**src/rtl/msei_defines.vh**
```
// constants for the module status and error indicator block
`ifndef MSEI_DEFINES_VH
`define MSEI_DEFINES_VH
// error codes reported to the host
`define MSEI_CODE_NONE 16'h0000
`define MSEI_CODE_SER_HW 16'h1605
`define MSEI_CODE_SER_VOLT 16'h1607
`define MSEI_CODE_SER_CAL 16'h1608
`define MSEI_CODE_MIN_VOLT 16'h1801
`define MSEI_CODE_MIN_HW 16'h1802
`define MSEI_CODE_MIN_CAL 16'h1804
`define MSEI_CODE_RANGE_BASE 16'h1808
// channel layout
`define MSEI_NUM_CH 6
`define MSEI_DATA_W 16
// channel full-scale readings forced on open sensor lines
`define MSEI_CH_MAX 16'h7fff
`define MSEI_CH_MIN 16'h8000
// input modes: plain resistance ranges 0-300 and 0-3000 ohm
`define MSEI_MODE_W 4
`define MSEI_MODE_RES300 4'h8
`define MSEI_MODE_RES3000 4'h9
// blink half period in clock cycles: 250 ms at a 50 MHz clock, sized to the counter
`define MSEI_BLINK_CYC 24'hbebc20
`endif

```
**src/rtl/msei_blink.v**
```verilog
// free running blink phase generator
`timescale 1ns/10ps
`include "msei_defines.vh"
module msei_blink #(
  parameter [23:0] HALF_CYC = `MSEI_BLINK_CYC
)(
  // clock and reset
  input wire sysClk,
  input wire rstN,
  // blink phase
  output reg phase
);
  reg [23:0] count;
  // toggle the phase every half period so the error and conversion indicators blink in step
  always @(posedge sysClk)
  begin
    if (!rstN)
    begin
      count <= 24'h000000;
      phase <= 1'b0;
    end
    else if (count >= HALF_CYC - 24'h000001)
    begin
      count <= 24'h000000;
      phase <= ~phase;
    end
    else
    begin
      count <= count + 24'h000001;
    end
  end
endmodule

```
**src/rtl/msei_top.v**
```verilog
// status indicators, error codes and open-line reading override
`timescale 1ns/10ps
`include "msei_defines.vh"
// Function
// - the run indicator is on while the module runs and off otherwise.
// - the error indicator is steady for serious faults, blinks for minor and channel range faults, else off.
// - the conversion indicator blinks while converting with no range fault, or while running under one; it is off on serious or minor faults and otherwise.
// - serious hardware, voltage, calibration faults give 1605, 1607, 1608 with error on.
// - minor voltage, hardware, calibration faults give 1801, 1802, 1804 with error blinking.
// - an out-of-range channel n gives code 1808 plus n-1 and blinks the error indicator.
// - an open positive or negative line forces the channel reading to its maximum.
// - only an open current-return line forces the channel reading to its minimum.
// - on six channels, the open return line is not detected in the two resistance modes.
module msei_top #(
  parameter [23:0] BLINK_CYC = `MSEI_BLINK_CYC
)(
  // clock and reset
  input wire sys_clk,
  input wire rst_n,
  // module state
  input wire runState,
  input wire convActive,
  input wire hostRun,
  input wire paramLoadReq,
  // fault inputs, asynchronous
  input wire serHwFail,
  input wire serVoltFail,
  input wire serCalFail,
  input wire minVoltFail,
  input wire minHwFail,
  input wire minCalFail,
  // per channel inputs
  input wire [`MSEI_NUM_CH-1:0] overRange,
  input wire [`MSEI_NUM_CH-1:0] openPos,
  input wire [`MSEI_NUM_CH-1:0] openNeg,
  input wire [`MSEI_NUM_CH-1:0] openRet,
  input wire sixChVariant,
  input wire [`MSEI_NUM_CH*`MSEI_MODE_W-1:0] chMode,
  input wire [`MSEI_NUM_CH*`MSEI_DATA_W-1:0] rawData,
  // indicators
  output reg runLed,
  output reg errLed,
  output reg convLed,
  // host side
  output reg [15:0] errCode,
  output reg paramLoadOk,
  output reg [`MSEI_NUM_CH*`MSEI_DATA_W-1:0] chData
);
  // all fault and line status inputs come from pins: two flop synchroniser
  localparam SW = 11 + 4 * `MSEI_NUM_CH;
  reg [SW-1:0] syncA;
  reg [SW-1:0] syncB;
  always @(posedge sys_clk)
  begin
    if (!rst_n)
    begin
      syncA <= {SW{1'b0}};
      syncB <= {SW{1'b0}};
    end
    else
    begin
      syncA <= {runState, convActive, hostRun, paramLoadReq, serHwFail, serVoltFail,
        serCalFail, minVoltFail, minHwFail, minCalFail, sixChVariant,
        overRange, openPos, openNeg, openRet};
      syncB <= syncA;
    end
  end

  wire sRun = syncB[SW-1];
  wire sConv = syncB[SW-2];
  wire sHostRun = syncB[SW-3];
  wire sLoadReq = syncB[SW-4];
  wire sSerHw = syncB[SW-5];
  wire sSerVolt = syncB[SW-6];
  wire sSerCal = syncB[SW-7];
  wire sMinVolt = syncB[SW-8];
  wire sMinHw = syncB[SW-9];
  wire sMinCal = syncB[SW-10];
  wire sSix = syncB[SW-11];
  wire [`MSEI_NUM_CH-1:0] sOver = syncB[4*`MSEI_NUM_CH-1:3*`MSEI_NUM_CH];
  wire [`MSEI_NUM_CH-1:0] sPos = syncB[3*`MSEI_NUM_CH-1:2*`MSEI_NUM_CH];
  wire [`MSEI_NUM_CH-1:0] sNeg = syncB[2*`MSEI_NUM_CH-1:`MSEI_NUM_CH];
  wire [`MSEI_NUM_CH-1:0] sRet = syncB[`MSEI_NUM_CH-1:0];

  // shared blink phase
  wire blink;
  msei_blink #(
    .HALF_CYC(BLINK_CYC)
  ) uBlink (
    .sysClk(sys_clk),
    .rstN(rst_n),
    .phase(blink)
  );

  wire serious = sSerHw | sSerVolt | sSerCal;
  wire minor = sMinVolt | sMinHw | sMinCal;
  wire rangeErr = |sOver;

  // lowest numbered out-of-range channel picks the code
  reg [15:0] rangeCode;
  integer i;
  always @*
  begin
    rangeCode = `MSEI_CODE_NONE;
    for (i = `MSEI_NUM_CH - 1; i >= 0; i = i - 1)
    begin
      if (sOver[i])
        rangeCode = `MSEI_CODE_RANGE_BASE + i[15:0];
    end
  end

  // code selection, serious first, then minor, then channel range
  reg [15:0] next_errCode;
  always @*
  begin
    if (sSerHw)
      next_errCode = `MSEI_CODE_SER_HW;
    else if (sSerVolt)
      next_errCode = `MSEI_CODE_SER_VOLT;
    else if (sSerCal)
      next_errCode = `MSEI_CODE_SER_CAL;
    else if (sMinVolt)
      next_errCode = `MSEI_CODE_MIN_VOLT;
    else if (sMinHw)
      next_errCode = `MSEI_CODE_MIN_HW;
    else if (sMinCal)
      next_errCode = `MSEI_CODE_MIN_CAL;
    else
      next_errCode = rangeCode;
  end

  // indicator levels; a serious or minor fault stops conversion display even if the adc still reports busy
  reg next_errLed;
  reg next_convLed;
  always @*
  begin
    if (serious)
      next_errLed = 1'b1;
    else if (minor | rangeErr)
      next_errLed = blink;
    else
      next_errLed = 1'b0;
    if (serious | minor)
      next_convLed = 1'b0;
    else if (rangeErr)
      next_convLed = sRun & blink;
    else
      next_convLed = sConv & blink;
  end

  // per channel reading override
  wire [`MSEI_NUM_CH*`MSEI_DATA_W-1:0] next_chData;
  genvar g;
  generate
    for (g = 0; g < `MSEI_NUM_CH; g = g + 1)
    begin : gCh
      wire [`MSEI_MODE_W-1:0] mode = chMode[g*`MSEI_MODE_W +: `MSEI_MODE_W];
      // return line blind in resistance modes on the six-channel variant
      wire retBlind = sSix & (mode == `MSEI_MODE_RES300 || mode == `MSEI_MODE_RES3000);
      assign next_chData[g*`MSEI_DATA_W +: `MSEI_DATA_W] =
        (sPos[g] | sNeg[g]) ? `MSEI_CH_MAX :
        (sRet[g] & ~retBlind) ? `MSEI_CH_MIN :
        rawData[g*`MSEI_DATA_W +: `MSEI_DATA_W];
    end
  endgenerate

  // indicator registers; the blink phase is folded in before this stage
  always @(posedge sys_clk)
  begin
    if (!rst_n)
    begin
      runLed <= 1'b0;
      errLed <= 1'b0;
      convLed <= 1'b0;
    end
    else
    begin
      runLed <= sRun;
      errLed <= next_errLed;
      convLed <= next_convLed;
    end
  end

  // host side code and download gate
  // the gate follows the synchronised host state, so a download asked for
  // in the last two cycles before the host enters run can still be granted
  always @(posedge sys_clk)
  begin
    if (!rst_n)
    begin
      errCode <= `MSEI_CODE_NONE;
      paramLoadOk <= 1'b0;
    end
    else
    begin
      // code of the highest ranked fault
      errCode <= next_errCode;
      // accept download only when host stopped
      paramLoadOk <= sLoadReq & ~sHostRun;
    end
  end

  // readings with open-line overrides
  // rawData is taken as it arrives while the line flags lag by two more
  // edges, so a reading caught as a line breaks can pass unforced briefly
  always @(posedge sys_clk)
  begin
    if (!rst_n)
      chData <= {`MSEI_NUM_CH*`MSEI_DATA_W{1'b0}};
    else
      chData <= next_chData;
  end
endmodule

```
**config.mk**
```make
export PLATFORM = sky130hd
export DESIGN_NAME = msei_top
export DESIGN_NICKNAME = d
export VERILOG_FILES = /design/src/rtl/msei_blink.v /design/src/rtl/msei_top.v
export VERILOG_INCLUDE_DIRS = /design/src /design/src/rtl
export SDC_FILE = /design/constraint.sdc
export NUM_CORES = 1
export LEC_CHECK = 0
export ABC_AREA = 1
export BUFFER_PORTS_ARGS = -buffer_cell sky130_fd_sc_hd__buf_2
export CAP_MARGIN = 20
export CORE_ASPECT_RATIO = 0.75
export CORE_MARGIN = 2
export CORE_UTILIZATION = 47
export CTS_CLUSTER_DIAMETER = 100
export DETAILED_ROUTE_END_ITERATION = 12
export GPL_TIMING_DRIVEN = 0
export PLACE_DENSITY = 0.84
export SYNTH_ARGS = -nofsm -noshare
export SYNTH_HDL_FRONTEND = slang
export SYNTH_HIERARCHICAL = 1
export SYNTH_SLANG_ARGS = --single-unit
```
**constraint.sdc**
```tcl
create_clock -name sys_clk -period 1.9 [get_ports sys_clk]
set_clock_uncertainty 0.2 [all_clocks]
set_input_delay 0.57 -clock sys_clk [delete_from_list [all_inputs] [get_ports sys_clk]]
set_output_delay 0.57 -clock sys_clk [all_outputs]
set_load 0.05 [all_outputs]
```
==> Word level (Yosys, flattened, before mapping) <==
Cells that the tools add are included.
{ "classes": {"addsub": 1, "mul": 0, "n_div": 0, "n_lt_le_gt_ge": 1, "n_eq_ne": 12, "shift": 0, "mux": 27, "n_bitwise": 36, "n_reduce_logical": 19} }
{ "op_table": {"columns": ["op", "count"], "rows": [
  ["two-way mux 13 bit", 12],
  ["two-way mux 16 bit", 6],
  ["two-way mux 15 bit", 6],
  ["equality test 4 bit (second input constant)", 12],
  ["adder 24 x 1 -> 24 bit (second input constant)", 1],
  ["greater-or-equal comparator 24 bit (second input constant)", 1],
  ["OR reduction 2 bit", 9],
  ["bitwise AND 1 bit", 15],
  ["bitwise OR 1 bit", 12],
  ["OR reduction 12 bit", 1],
  ["NOT 1 bit", 9],
  ["logical OR 1 bit", 6],
  ["OR reduction 6 bit", 1],
  ["OR reduction 4 bit", 1],
  ["two-way mux 1 bit", 3],
  ["OR reduction 3 bit", 1]
]} }
{ "word_totals": {"reg_bits": 211, "latch_bits": 0, "mem_bits_rw": 0, "rom_bits": 0, "in_bits": 157, "out_inout_bits": 116, "elab_cells": 116, "n_memories": 0} }

==> Longest topological paths before layout <==
Gate-level depths: netlist (run 1).
{ "logic_depth": {"depth_word": 12, "mapped_depth": 10, "mapped_depth_nobuf": 10} }

==> By module <==
The synthesis (run 1) kept the hierarchy.
{ "by_module_without_submodules": {"columns": ["mod", "instances", "cells_each", "area_each_um2", "seq_area_each_um2"], "rows": [
  ["msei_top", 1, 630, 5535.3, 3543.4],
  ["msei_blink", 1, 184, 1328.8, 500.5]
]} }

==> Worst setup path after synthesis (run 1) <==
OpenSTA, ideal clock, no wires.
{ "synth_timing": {"path_type": "register to output", "from": "register errCode[10]", "to": "output errCode[10]", "arrival_ns": 0.894, "t_required_ns": 1.130, "setup_slack_ns": 0.236, "stages_incl_launch_ff": 2, "n_path_buf": 1, "path_cell_list": "dfxtp_1 -> buf_4"} }
{ "synth_rtl": {"columns": ["element", "line_no", "rtl"], "rows": [
  ["start: declaration", "msei_top.v:45", "output reg [15:0] errCode,"],
  ["start signal: assignment", "msei_top.v:191", "errCode <= `MSEI_CODE_NONE;"],
  ["start signal: assignment", "msei_top.v:197", "errCode <= next_errCode;"]
]} }
No word-level cell between the ends.

==> Final worst setup path (run 1) <==
{ "layout_timing": {"from": "register chData[60]", "to": "output chData[60]"} }
{ "layout_rtl": {"columns": ["element", "line_no", "rtl"], "rows": [
  ["start: declaration", "msei_top.v:47", "output reg [`MSEI_NUM_CH*`MSEI_DATA_W-1:0] chData"],
  ["start signal: assignment", "msei_top.v:209", "chData <= {`MSEI_NUM_CH*`MSEI_DATA_W{1'b0}};"],
  ["start signal: assignment", "msei_top.v:211", "chData <= next_chData;"]
]} }
No word-level cell between the ends.

==> results of run 1 <==
## layout by cell type, fill, tap and decap left out, drive strengths merged
cell type,netlist,routed
clkinvlp,0,2
nor3b,1,1
o22ai,1,1
a211oi,1,1
dfxtp,202,202
conb,1,8
xnor2,6,6
o21bai,1,1
clkinv,1,7
nor3,6,6
o21ai,2,2
clkbuf,4,32
buf,38,293
xor2,9,9
nand2,230,230
ha,1,1
nor4,6,6
or2,1,1
a21oi,105,105
nand4,6,6
nor2,65,65
nand3,24,24
nand3b,1,1
bufinv,0,3
inv,102,102
## layout make-up
| type | count | share of cell area (%) |
|---|---|---|
| Sequential cell | 202 | 44.3 |
| Multi-Input combinational cell | 474 | 24.1 |
| Timing Repair Buffer | 258 | 14.3 |
| Clock buffer | 25 | 5.80 |
| Inverter | 103 | 4.24 |
| Buffer | 42 | 2.88 |
| Tap cell | 200 | 2.74 |
| Clock inverter | 11 | 1.69 |
## power by group through the flow
stage	Sequential (mW)	Clock [mW]	Combinational [mW]
2_1_floorplan	5.23	0	0.392
3_3_place_gp	4.64	0	1.40
3_5_place_dp	4.64	0	1.42
4_1_cts	4.55	4.10	1.43
5_1_grt	4.57	4.29	1.53
6_report	4.55	4.03	1.42
## sequential cells by signal, summed over array words and instances (netlist names)
| name | count |
|---|---|
| runLed | 1 |
| syncB | 35 |
| errCode | 7 |
| uBlink/phase | 1 |
| errLed | 1 |
| uBlink/count | 24 |
| syncA | 35 |
| paramLoadOk | 1 |
| convLed | 1 |
| chData | 96 |
## routing by layer
layer / vias up / global-route usage (%)
li1: 3065 / -
met1: 2675 / 26.6
met2: 197 / 35.3
met3: 28 / 4.22
met4: 0 / 6.51
met5: - / 0
## final timing paths
kind	start	to	slack, ns	depth (start not counted)
worst min register to register	syncB[32]$_SDFF_PN0_	paramLoadOk$_SDFF_PN0_	0.18	1
worst max-delay path	chData[60]$_SDFF_PN0_	chData[60]	0.03	1
worst max register to register	uBlink/count[0]$_SDFF_PP0_	uBlink/count[18]$_SDFF_PP0_	0.15	9
worst min-delay path	runState	syncA[34]$_SDFF_PN0_	0.05	3
## tightest hold or removal path: stages
cell and delay [ns]:
buf_2 0.07, nand2_1 0.04, inv_1 0.04
## cell families after synthesis
family	count (synthesis)	share of synthesized area [%]
compound gates	110	8.17
xor+xnor	15	1.91
fa+ha+maj	1	0.182
buf+inv	145	9.46
flops	202	58.9
other cells	1	0.0546
simple gates	340	21.3
## through the flow
stage	util, %	hold WS, ns	instance area (um^2)	TNS (ns)	power, mW
6_report	63.6	0.0537	9130	0	10.0
3_5_place_dp	58.7	0.172	8430	-15.44	6.06
4_1_cts	63.5	0.0367	9120	0	10.1
2_1_floorplan	-	0.166	6890	0	5.63
3_3_place_gp	58.7	0.171	8430	-13.62	6.04
5_1_grt	63.6	0.0499	9130	0	10.4
## repair_timing
action,in CTS,in global routing
setup endpoints to repair,1,4
resized for setup,1,4
hold buffers,0,0
==> summary.txt, run 1 <==
Logic synthesis
  – Syn avg cell area: roughly 8.4 um^2
  – Cells after Synth: about 810
  – Top_reg_cell synth: dfxtp_1
  – Most frequent cells after synthesis: nand2_1, dfxtp_1, a21oi_1
  – Part of the Yosys area used for sequential elements: between 50% and 60%
  – Post-synth ARST share: 0%
  – Cell with the most instances after synthesis: nand2_1
  – Yosys top cell by area: dfxtp_1
  – Top cell type's share of synthesized area: between 50% and 60%
  – Synth cell types: 33
  – Ranking of synthesized cells by area: dfxtp_1, nand2_1, a21oi_1
  – Synth Warn #: 6
  – Flops & latches, synth: 202
  – Number of flops mapped to enable cells by yosys: 0
  – Syn Std Cell Area: 6860 um^2

Clock tree
  – CTS sink cnt: about 200
  – CTS tree: built
  – Root buffer cell: clkbuf_16
  – Clock Path Buffers: 3
  – Htree depth: 1
  – Worst-path clk slew: 0.07 ns
  – Setup Buffers After CTS: 0
  – Worst-Skew Late Latency: just under 0.5 ns
  – Cts bufs inserted: 20

Floorplanning
  – Die area: around 16000 um^2
  – Initial Util: 47.8%
  – Die X: about 140 um
  – FP Rows: 38
  – I/O Pins: approximately 270
  – Core Area: approximately 14000 um^2
  – Die Span Y: around 110 um

Critical path
  – CP Buf/Inv Count: 1
  – Kind of cell adding the most delay to the critical path: flip-flops
  – CP Max Fanout: 1
  – Worst path max stage delay: 0.34 ns
  – Crit start category: register
  – Crit path required time: about 1.1 ns
  – Crit-path cells: buf_2
  – Critical Path AT: between 1 and 1.5 ns
  – CP Capture Type: primary output
  – Slowest CP cell: dfxtp_1
  – Setup CP Type: reg2out

Drt
  – Metal-1 WL: around 7.5 mm
  – Final wirelength: roughly 17 mm
  – Average via count per standard cell: 4.54
  – Highest Signal Layer: met4
  – DR DRC count: 0
  – Via count: just under 6000
  – Met3 wire len: around 1.1 mm
  – DRT iter0 DRCs: 249
  – Avg WL per Cell: between 10 and 15 um
  – Pre-antenna DRT Iters: 5
  – Post-DRT Antenna Nets: 0
  – Routed wl met2: roughly 8 mm

Layout
  – Fillers: 1239
  – Final Non-Filler Cells: 1315
  – Layout cells sized above 1: 32.1%
  – Multi-input logic area: 2200 um^2
  – Area grow syn2layout: 33.0%
  – # diodes: 0
  – FF+latch area: 4040 um^2
  – Layout Nets: 1259

STA
  – Max Clk Rate: roughly 530 MHz
  – Worst-Margin Slew: a little under 0.7 ns
  – Period utilisation layout: between 90% and 100%
  – Relative slew slack: a little under three fifths
  – Max-slew violation count: 0
  – Setup violators final: 0
  – Min Tclk post-route: 1.87 ns
  – RSZ-0062 raised after global routing: false
  – Final worst setup slack: between 0.02 and 0.03 ns
  – Final hold violations: 0

Placement
  – GP Congestion: 0.890
  – Pre-CTS setup slack: -0.275 ns
  – IO Port Bufs: roughly 260
  – Placed Cells: between 1000 and 1500
  – DPL Wire Length: 12.7 mm

Pwr
  – Internal: 7.28 mW
  – Worst IR Drop VDD: ~0.00079 V
  – Sw Ratio: between 20% and 30%
  – Sequential power share: between 40 and 50%
  – Leak Pwr: 4.95 nW
  – P_sw: roughly 2.7 mW
  – Clock Power Share: about two fifths
  – Comb pwr share: between 10% and 20%
  – PD cells: 1100 nW/um^2

Global routing
  – Initial antenna violation count: 0
  – GRT Total Usage: 20.7%
  – Largest net degree at the start of global routing: 17
  – First-pass GRT wire length: approximately 26 mm
  – Global route total overflow: 0
  – Vias in the first global route: 5472

Worst hold path
  – Worst hold path class: in2reg

Run status
  – Result of the run: finished clean

Run
  – Maxcap violations: 0
Note: power is estimated with default switching activity, not from simulation.
==> run 2, diff against run 1 <==
--- a/config.mk
+++ b/config.mk
@@ -12,8 +12,10 @@
 export CORE_ASPECT_RATIO = 0.75
 export CORE_MARGIN = 2
 export CORE_UTILIZATION = 47
+export CTS_BUF_LIST = sky130_fd_sc_hd__clkbuf_8 sky130_fd_sc_hd__clkbuf_16
 export CTS_CLUSTER_DIAMETER = 100
 export DETAILED_ROUTE_END_ITERATION = 12
+export GPL_ROUTABILITY_DRIVEN = 0
 export GPL_TIMING_DRIVEN = 0
 export PLACE_DENSITY = 0.84
 export SYNTH_ARGS = -nofsm -noshare
==> summary.txt, run 2 (same netlist as run 1, synthesis figures left out) <==
Clock tree
  – Root buffer cell: clkbuf_16 (unchanged)
  – Hold-fix buffers, CTS: 0 (unchanged)
  – Setup Buffers After CTS: 0 (unchanged)
  – Worst-Skew Late Latency: 0.48 ns (was 0.49 ns)
  – CTS sink cnt: 202 (unchanged)
  – CTS-repair resized insts: 1 (unchanged)
  – Cts bufs inserted: 19 (was 20)
  – Worst-path clk slew: 0.07 ns (about the same)
  – CTS tree: built (unchanged)
  – Htree depth: 1 (unchanged)
  – Clock Path Buffers: 3 (unchanged)

Critical path
  – Worst path max stage delay: 0.35 ns (was 0.34 ns)
  – Crit start category: register (unchanged)
  – Critical Path AT: 1.10 ns (about the same)
  – CP Capture Type: primary output (unchanged)
  – Setup CP Type: reg2out (unchanged)
  – R2r startpoint: uBlink/count[0]$_SDFF_PP0_ (unchanged)
  – Reg2reg end: uBlink/count[17]$_SDFF_PP0_ (was uBlink/count[18]$_SDFF_PP0_)
  – Crit path from: errCode[10]$_SDFF_PN0_ (was chData[60]$_SDFF_PN0_)
  – CP Buf/Inv Count: 1 (unchanged)
  – Kind of cell adding the most delay to the critical path: flip-flops (unchanged)
  – Slowest CP cell: dfxtp_1 (unchanged)
  – Crit-path cells: buf_2 (unchanged)
  – R2R setup slack: 0.16 ns (was 0.15 ns)
  – Crit path required time: 1.13 ns (about the same)
  – CP Max Fanout: 2 (was 1)
  – Reg2Reg Depth: 9 (unchanged)

Layout
  – Max FFs per register: 96 (unchanged)
  – Highest-count cells in the layout ignoring fill and taps: buf_2, nand2_1, dfxtp_1 (unchanged)
  – Top reg by flops: chData (unchanged)
  – Final Util: 63.1% (was 63.6%)
  – Most common cell after layout, fill and taps aside: buf_2 (unchanged)
  – Final Non-Filler Cells: 1311 (was 1315)
  – # diodes: 0 (unchanged)
  – Area grow syn2layout: 32.0% (was 33.0%)
  – Largest registers: chData: 96 flops, syncA: 35 flops, syncB: 35 flops (unchanged)
  – Layout cells sized above 1: 32.0% (was 32.1%)
  – Layout Nets: 1258 (was 1259)

Worst hold path
  – Hold_sp: openPos[5] (was runState)
  – Hold path cells: 3 (unchanged)
  – Worst hold path class: in2reg (unchanged)
  – WHS Endpoint: syncA[17]$_SDFF_PN0_ (was syncA[34]$_SDFF_PN0_)

Pwr
  – PD cells: 1070 nW/um^2 (was 1100 nW/um^2)
  – Final Power: 9.71 mW (was 10.0 mW)
  – Worst IR Drop VDD: 0.000941 V (was 0.000793 V)
  – Leak Pwr: 4.94 nW (was 4.95 nW)

STA
  – Setup TNS: 0 ns (unchanged)
  – Final worst setup slack: 0.0288 ns (was 0.0258 ns)
  – Period utilisation layout: 98.5% (was 98.6%)
  – Max-slew violation count: 0 (unchanged)
  – Setup violators final: 0 (unchanged)
  – Relative slew slack: 53.9% (was 55.1%)
  – RSZ-0062 raised after global routing: false (unchanged)
  – Worst-Margin Slew: 0.691 ns (was 0.674 ns)
  – Max Clk Rate: 534 MHz (about the same)
  – Min Tclk post-route: 1.87 ns (about the same)
  – Final hold violations: 0 (unchanged)

Global routing
  – GRT Total Usage: 20.7% (about the same)
  – Met2 GRT Util: 35.9% (was 35.3%)
  – Vias in the first global route: 5475 (was 5472)
  – Initial antenna violation count: 0 (unchanged)
  – First-pass GRT wire length: 25.6 mm (was 25.7 mm)
  – Met3 Use GR: 4.52% (was 4.22%)
  – Largest net degree at the start of global routing: 16 (was 17)
  – Most Crowded Layer GR: met2 (unchanged)
  – Met1 Resource Use GR: 26.4% (was 26.6%)
  – Global route total overflow: 0 (unchanged)

Drt
  – DR DRC count: 0 (unchanged)
  – Pre-antenna DRT Iters: 6 (was 5)
  – Average via count per standard cell: 4.56 (was 4.54)
  – Avg WL per Cell: 13.0 um (was 12.9 um)
  – Via count: 5975 (was 5965)
  – Post-DRT Antenna Nets: 0 (unchanged)
  – Final wirelength: 17.0 mm (about the same)
  – DRT iter0 DRCs: 234 (was 249)

Floorplanning
  – Initial Util: 47.8% (unchanged)
  – Die X: 144 um (unchanged)
  – Core Area: 14400 um^2 (unchanged)
  – Die Span Y: 109 um (unchanged)
  – FP Rows: 38 (unchanged)
  – I/O Pins: 273 (unchanged)
  – Die area: 15600 um^2 (unchanged)

Placement
  – IO Port Bufs: 258 (unchanged)
  – Placed Cells: 1279 (unchanged)
  – Pre-CTS setup slack: -0.257 ns (was -0.275 ns)
  – DPL Wire Length: 12.8 mm (was 12.7 mm)

Run
  – Maxcap violations: 0 (unchanged)

Run status
  – Result of the run: finished clean (unchanged)
[run 2: stage by stage]
step / hold slack (ns) / area [um^2]
floorplan: 0.166 / 6890
global placement: 0.172 / 8430
detailed placement: 0.170 / 8430
CTS: 0.0532 / 9050
global route: 0.0550 / 9060
finish: 0.0697 / 9060
[run 2: cell type report]
class / instances / area, um^2
Buffer: 42 / 263
Sequential cell: 202 / 4040
Timing Repair Buffer: 258 / 1300
Multi-Input combinational cell: 474 / 2200
Inverter: 103 / 387
Clock buffer: 22 / 517
Clock inverter: 10 / 103
Fill cell: 1245 / 5300
Tap cell: 200 / 250
[run 2: how the worst max path moves through the flow]
stage                                 end  slack (ns)  depth (start not counted)
floorplan                     errCode[10]        0.24                          1
global placement    errCode[2]$_SDFF_PN0_       -0.26                          5
detailed placement  chData[93]$_SDFF_PN0_       -0.26                          5
CTS                           errCode[10]       0.002                          2
global route                   errCode[0]       0.001                          1
finish                         errCode[9]        0.03                          1
[run 2: layer usage]
metal,share of wire (%),vias to the layer above
met5,0,-
met4,2.3,0
met3,7.2,31
met2,47,213
met1,44,2665
li1,-,3066
[run 2: report_power, final]
group / switching (mW) / internal (mW) / total (mW)
clock: 1.52 / 2.21 / 3.74
sequential: 0.0751 / 4.48 / 4.55
combinational: 1.03 / 0.390 / 1.42
total: 2.63 / 7.08 / 9.71
==> run 3, diff against run 2 <==
--- a/config.mk
+++ b/config.mk
@@ -11,13 +11,13 @@
 export CAP_MARGIN = 20
 export CORE_ASPECT_RATIO = 0.75
 export CORE_MARGIN = 2
-export CORE_UTILIZATION = 47
+export CORE_UTILIZATION = 40
 export CTS_BUF_LIST = sky130_fd_sc_hd__clkbuf_8 sky130_fd_sc_hd__clkbuf_16
 export CTS_CLUSTER_DIAMETER = 100
 export DETAILED_ROUTE_END_ITERATION = 12
 export GPL_ROUTABILITY_DRIVEN = 0
 export GPL_TIMING_DRIVEN = 0
-export PLACE_DENSITY = 0.84
+export PLACE_DENSITY = 0.74
 export SYNTH_ARGS = -nofsm -noshare
 export SYNTH_HDL_FRONTEND = slang
 export SYNTH_HIERARCHICAL = 1
==> summary.txt, run 3 (same netlist as run 1, synthesis figures left out) <==
Drt
  – DRT iter0 DRCs: 255 (was 234)
  – Avg WL per Cell: 13.2 um (was 13.0 um)
  – Post-DRT Antenna Nets: 0 (unchanged)
  – Final wirelength: 17.6 mm (was 17.0 mm)
  – Pre-antenna DRT Iters: 5 (was 6)
  – Via count: 5931 (was 5975)
  – Average via count per standard cell: 4.46 (was 4.56)
  – DR DRC count: 0 (unchanged)

Floorplanning
  – Die X: 155 um (was 144 um)
  – FP Rows: 41 (was 38)
  – Die area: 18200 um^2 (was 15600 um^2)
  – I/O Pins: 273 (unchanged)
  – Die Span Y: 117 um (was 109 um)
  – Initial Util: 40.8% (was 47.8%)
  – Core Area: 16800 um^2 (was 14400 um^2)

Critical path
  – Reg2Reg Depth: 9 (unchanged)
  – CP Max Fanout: 1 (was 2)
  – R2R setup slack: 0.14 ns (was 0.16 ns)
  – Crit path required time: 1.13 ns (about the same)
  – Critical Path AT: 1.09 ns (was 1.10 ns)
  – CP Buf/Inv Count: 1 (unchanged)
  – Setup CP Type: reg2out (unchanged)
  – CP Capture Type: primary output (unchanged)
  – Crit start category: register (unchanged)
  – R2r startpoint: uBlink/count[0]$_SDFF_PP0_ (unchanged)
  – Kind of cell adding the most delay to the critical path: flip-flops (unchanged)
  – Reg2reg end: uBlink/count[15]$_SDFF_PP0_ (was uBlink/count[17]$_SDFF_PP0_)
  – Worst path max stage delay: 0.36 ns (was 0.35 ns)
  – Crit-path cells: clkbuf_4 (was buf_2)
  – Slowest CP cell: dfxtp_1 (unchanged)

STA
  – Max Clk Rate: 536 MHz (was 534 MHz)
  – Max-slew violation count: 0 (unchanged)
  – Relative slew slack: 49.8% (was 53.9%)
  – Period utilisation layout: 98.1% (was 98.5%)
  – Min Tclk post-route: 1.86 ns (was 1.87 ns)
  – Hold_ws: 0.0602 ns (was 0.0697 ns)
  – RSZ-0062 raised after global routing: false (unchanged)
  – Worst-Margin Slew: 0.753 ns (was 0.691 ns)
  – Final hold violations: 0 (unchanged)
  – Setup violators final: 0 (unchanged)

Layout
  – Top reg by flops: chData (unchanged)
  – FF+latch area: 4050 um^2 (was 4040 um^2)
  – # diodes: 0 (unchanged)
  – Most common cell after layout, fill and taps aside: buf_2 (unchanged)
  – Multi-input logic area: 2200 um^2 (about the same)
  – Layout cells sized above 1: 32.1% (was 32.0%)
  – Area grow syn2layout: 32.6% (was 32.0%)
  – Max FFs per register: 96 (unchanged)
  – Layout Nets: 1261 (was 1258)
  – Fillers: 1560 (was 1245)
  – Final instance area: 9100 um^2 (was 9060 um^2)
  – Largest registers: chData: 96 flops, syncA: 35 flops, syncB: 35 flops (unchanged)
  – Highest-count cells in the layout ignoring fill and taps: buf_2, nand2_1, dfxtp_1 (unchanged)

Clock tree
  – Cts bufs inserted: 20 (was 19)
  – Htree depth: 1 (unchanged)
  – Worst-path clk slew: 0.06 ns (was 0.07 ns)
  – CTS tree: built (unchanged)
  – Root buffer cell: clkbuf_16 (unchanged)
  – Worst-Skew Late Latency: 0.49 ns (was 0.48 ns)
  – CTS sink cnt: 202 (unchanged)
  – Clock Path Buffers: 3 (unchanged)

Worst hold path
  – WHS Endpoint: syncA[30]$_SDFF_PN0_ (was syncA[17]$_SDFF_PN0_)
  – Worst hold path class: in2reg (unchanged)
  – Hold path cells: 3 (unchanged)
  – Hold_sp: serHwFail (was openPos[5])

Global routing
  – Global route total overflow: 0 (unchanged)
  – Vias in the first global route: 5406 (was 5475)
  – Largest net degree at the start of global routing: 16 (unchanged)
  – GRT Total Usage: 18.8% (was 20.7%)
  – Initial antenna violation count: 0 (unchanged)
  – First-pass GRT wire length: 27.6 mm (was 25.6 mm)

Placement
  – DPL Wire Length: 13.2 mm (was 12.8 mm)
  – Cell Area, Placed: 8450 um^2 (was 8430 um^2)
  – IO Port Bufs: 258 (unchanged)

Run status
  – Result of the run: finished clean (unchanged)

Pwr
  – PD cells: 1060 nW/um^2 (was 1070 nW/um^2)
  – Leak Pwr: 4.96 nW (was 4.94 nW)
  – Worst IR Drop VDD: 0.000561 V (was 0.000941 V)

Run
  – Maxcap violations: 0 (unchanged)
## run 3: metal layers
layer  up-vias  wire (um)  global-route usage, %
met2       211       8110                   30.9
met1      2628       7950                   25.7
li1       3064          -                      -
met3        28       1150                   3.25
met5         -          0                      0
met4         0        346                   4.87
## run 3: layout make-up
class | count | area share, %
timing repair buffer | 260 | 14.5
buffer | 42 | 2.89
clock inverter | 13 | 1.10
multi-input combinational | 474 | 24.2
clock buffer | 21 | 5.65
sequential | 202 | 44.5
inverter | 103 | 4.25
tap | 215 | 2.96
## run 3: worst max path at each step
stage	startpoint	to	slack [ns]	cells after the start
2_1_floorplan	errCode[10]$_SDFF_PN0_	errCode[10]	0.24	1
3_3_place_gp	rst_n	errCode[2]$_SDFF_PN0_	-0.36	5
3_5_place_dp	rst_n	errCode[2]$_SDFF_PN0_	-0.36	5
4_1_cts	errCode[10]$_SDFF_PN0_	errCode[10]	0.00008	2
5_1_grt	errCode[10]$_SDFF_PN0_	errCode[10]	0.002	2
6_report	errCode[0]$_SDFF_PN0_	errCode[0]	0.04	1
## run 3: what timing repair did
item                                    4_1_cts  5_1_grt
buffers inserted                              0        2
hold buffers                                  0        0
endpoints found under the setup margin        1       13
resized for setup                             1        7
pin swaps                                     0        0
## run 3: power by group
| part | switching, mW | internal, mW |
|---|---|---|
| Sequential | 0.0721 | 4.48 |
| Clock | 1.59 | 2.10 |
| Combinational | 1.04 | 0.394 |
| Total | 2.70 | 6.97 |
## run 3: through the flow
stage | worst slack (ns) | instances | setup TNS, ns | power [mW] | util, %
after floorplan | 0.236 | 821 | 0 | 5.63 | -
after global placement | -0.359 | 1294 | -20.97 | 6.05 | 50.2
after detailed placement | -0.356 | 1294 | -21.47 | 6.07 | 50.2
after CTS | 0.0000793 | 1328 | 0 | 9.76 | 53.9
after global routing | 0.00248 | 1330 | 0 | 10.1 | 54.1
final | 0.0356 | 1330 | 0 | 9.67 | 54.1
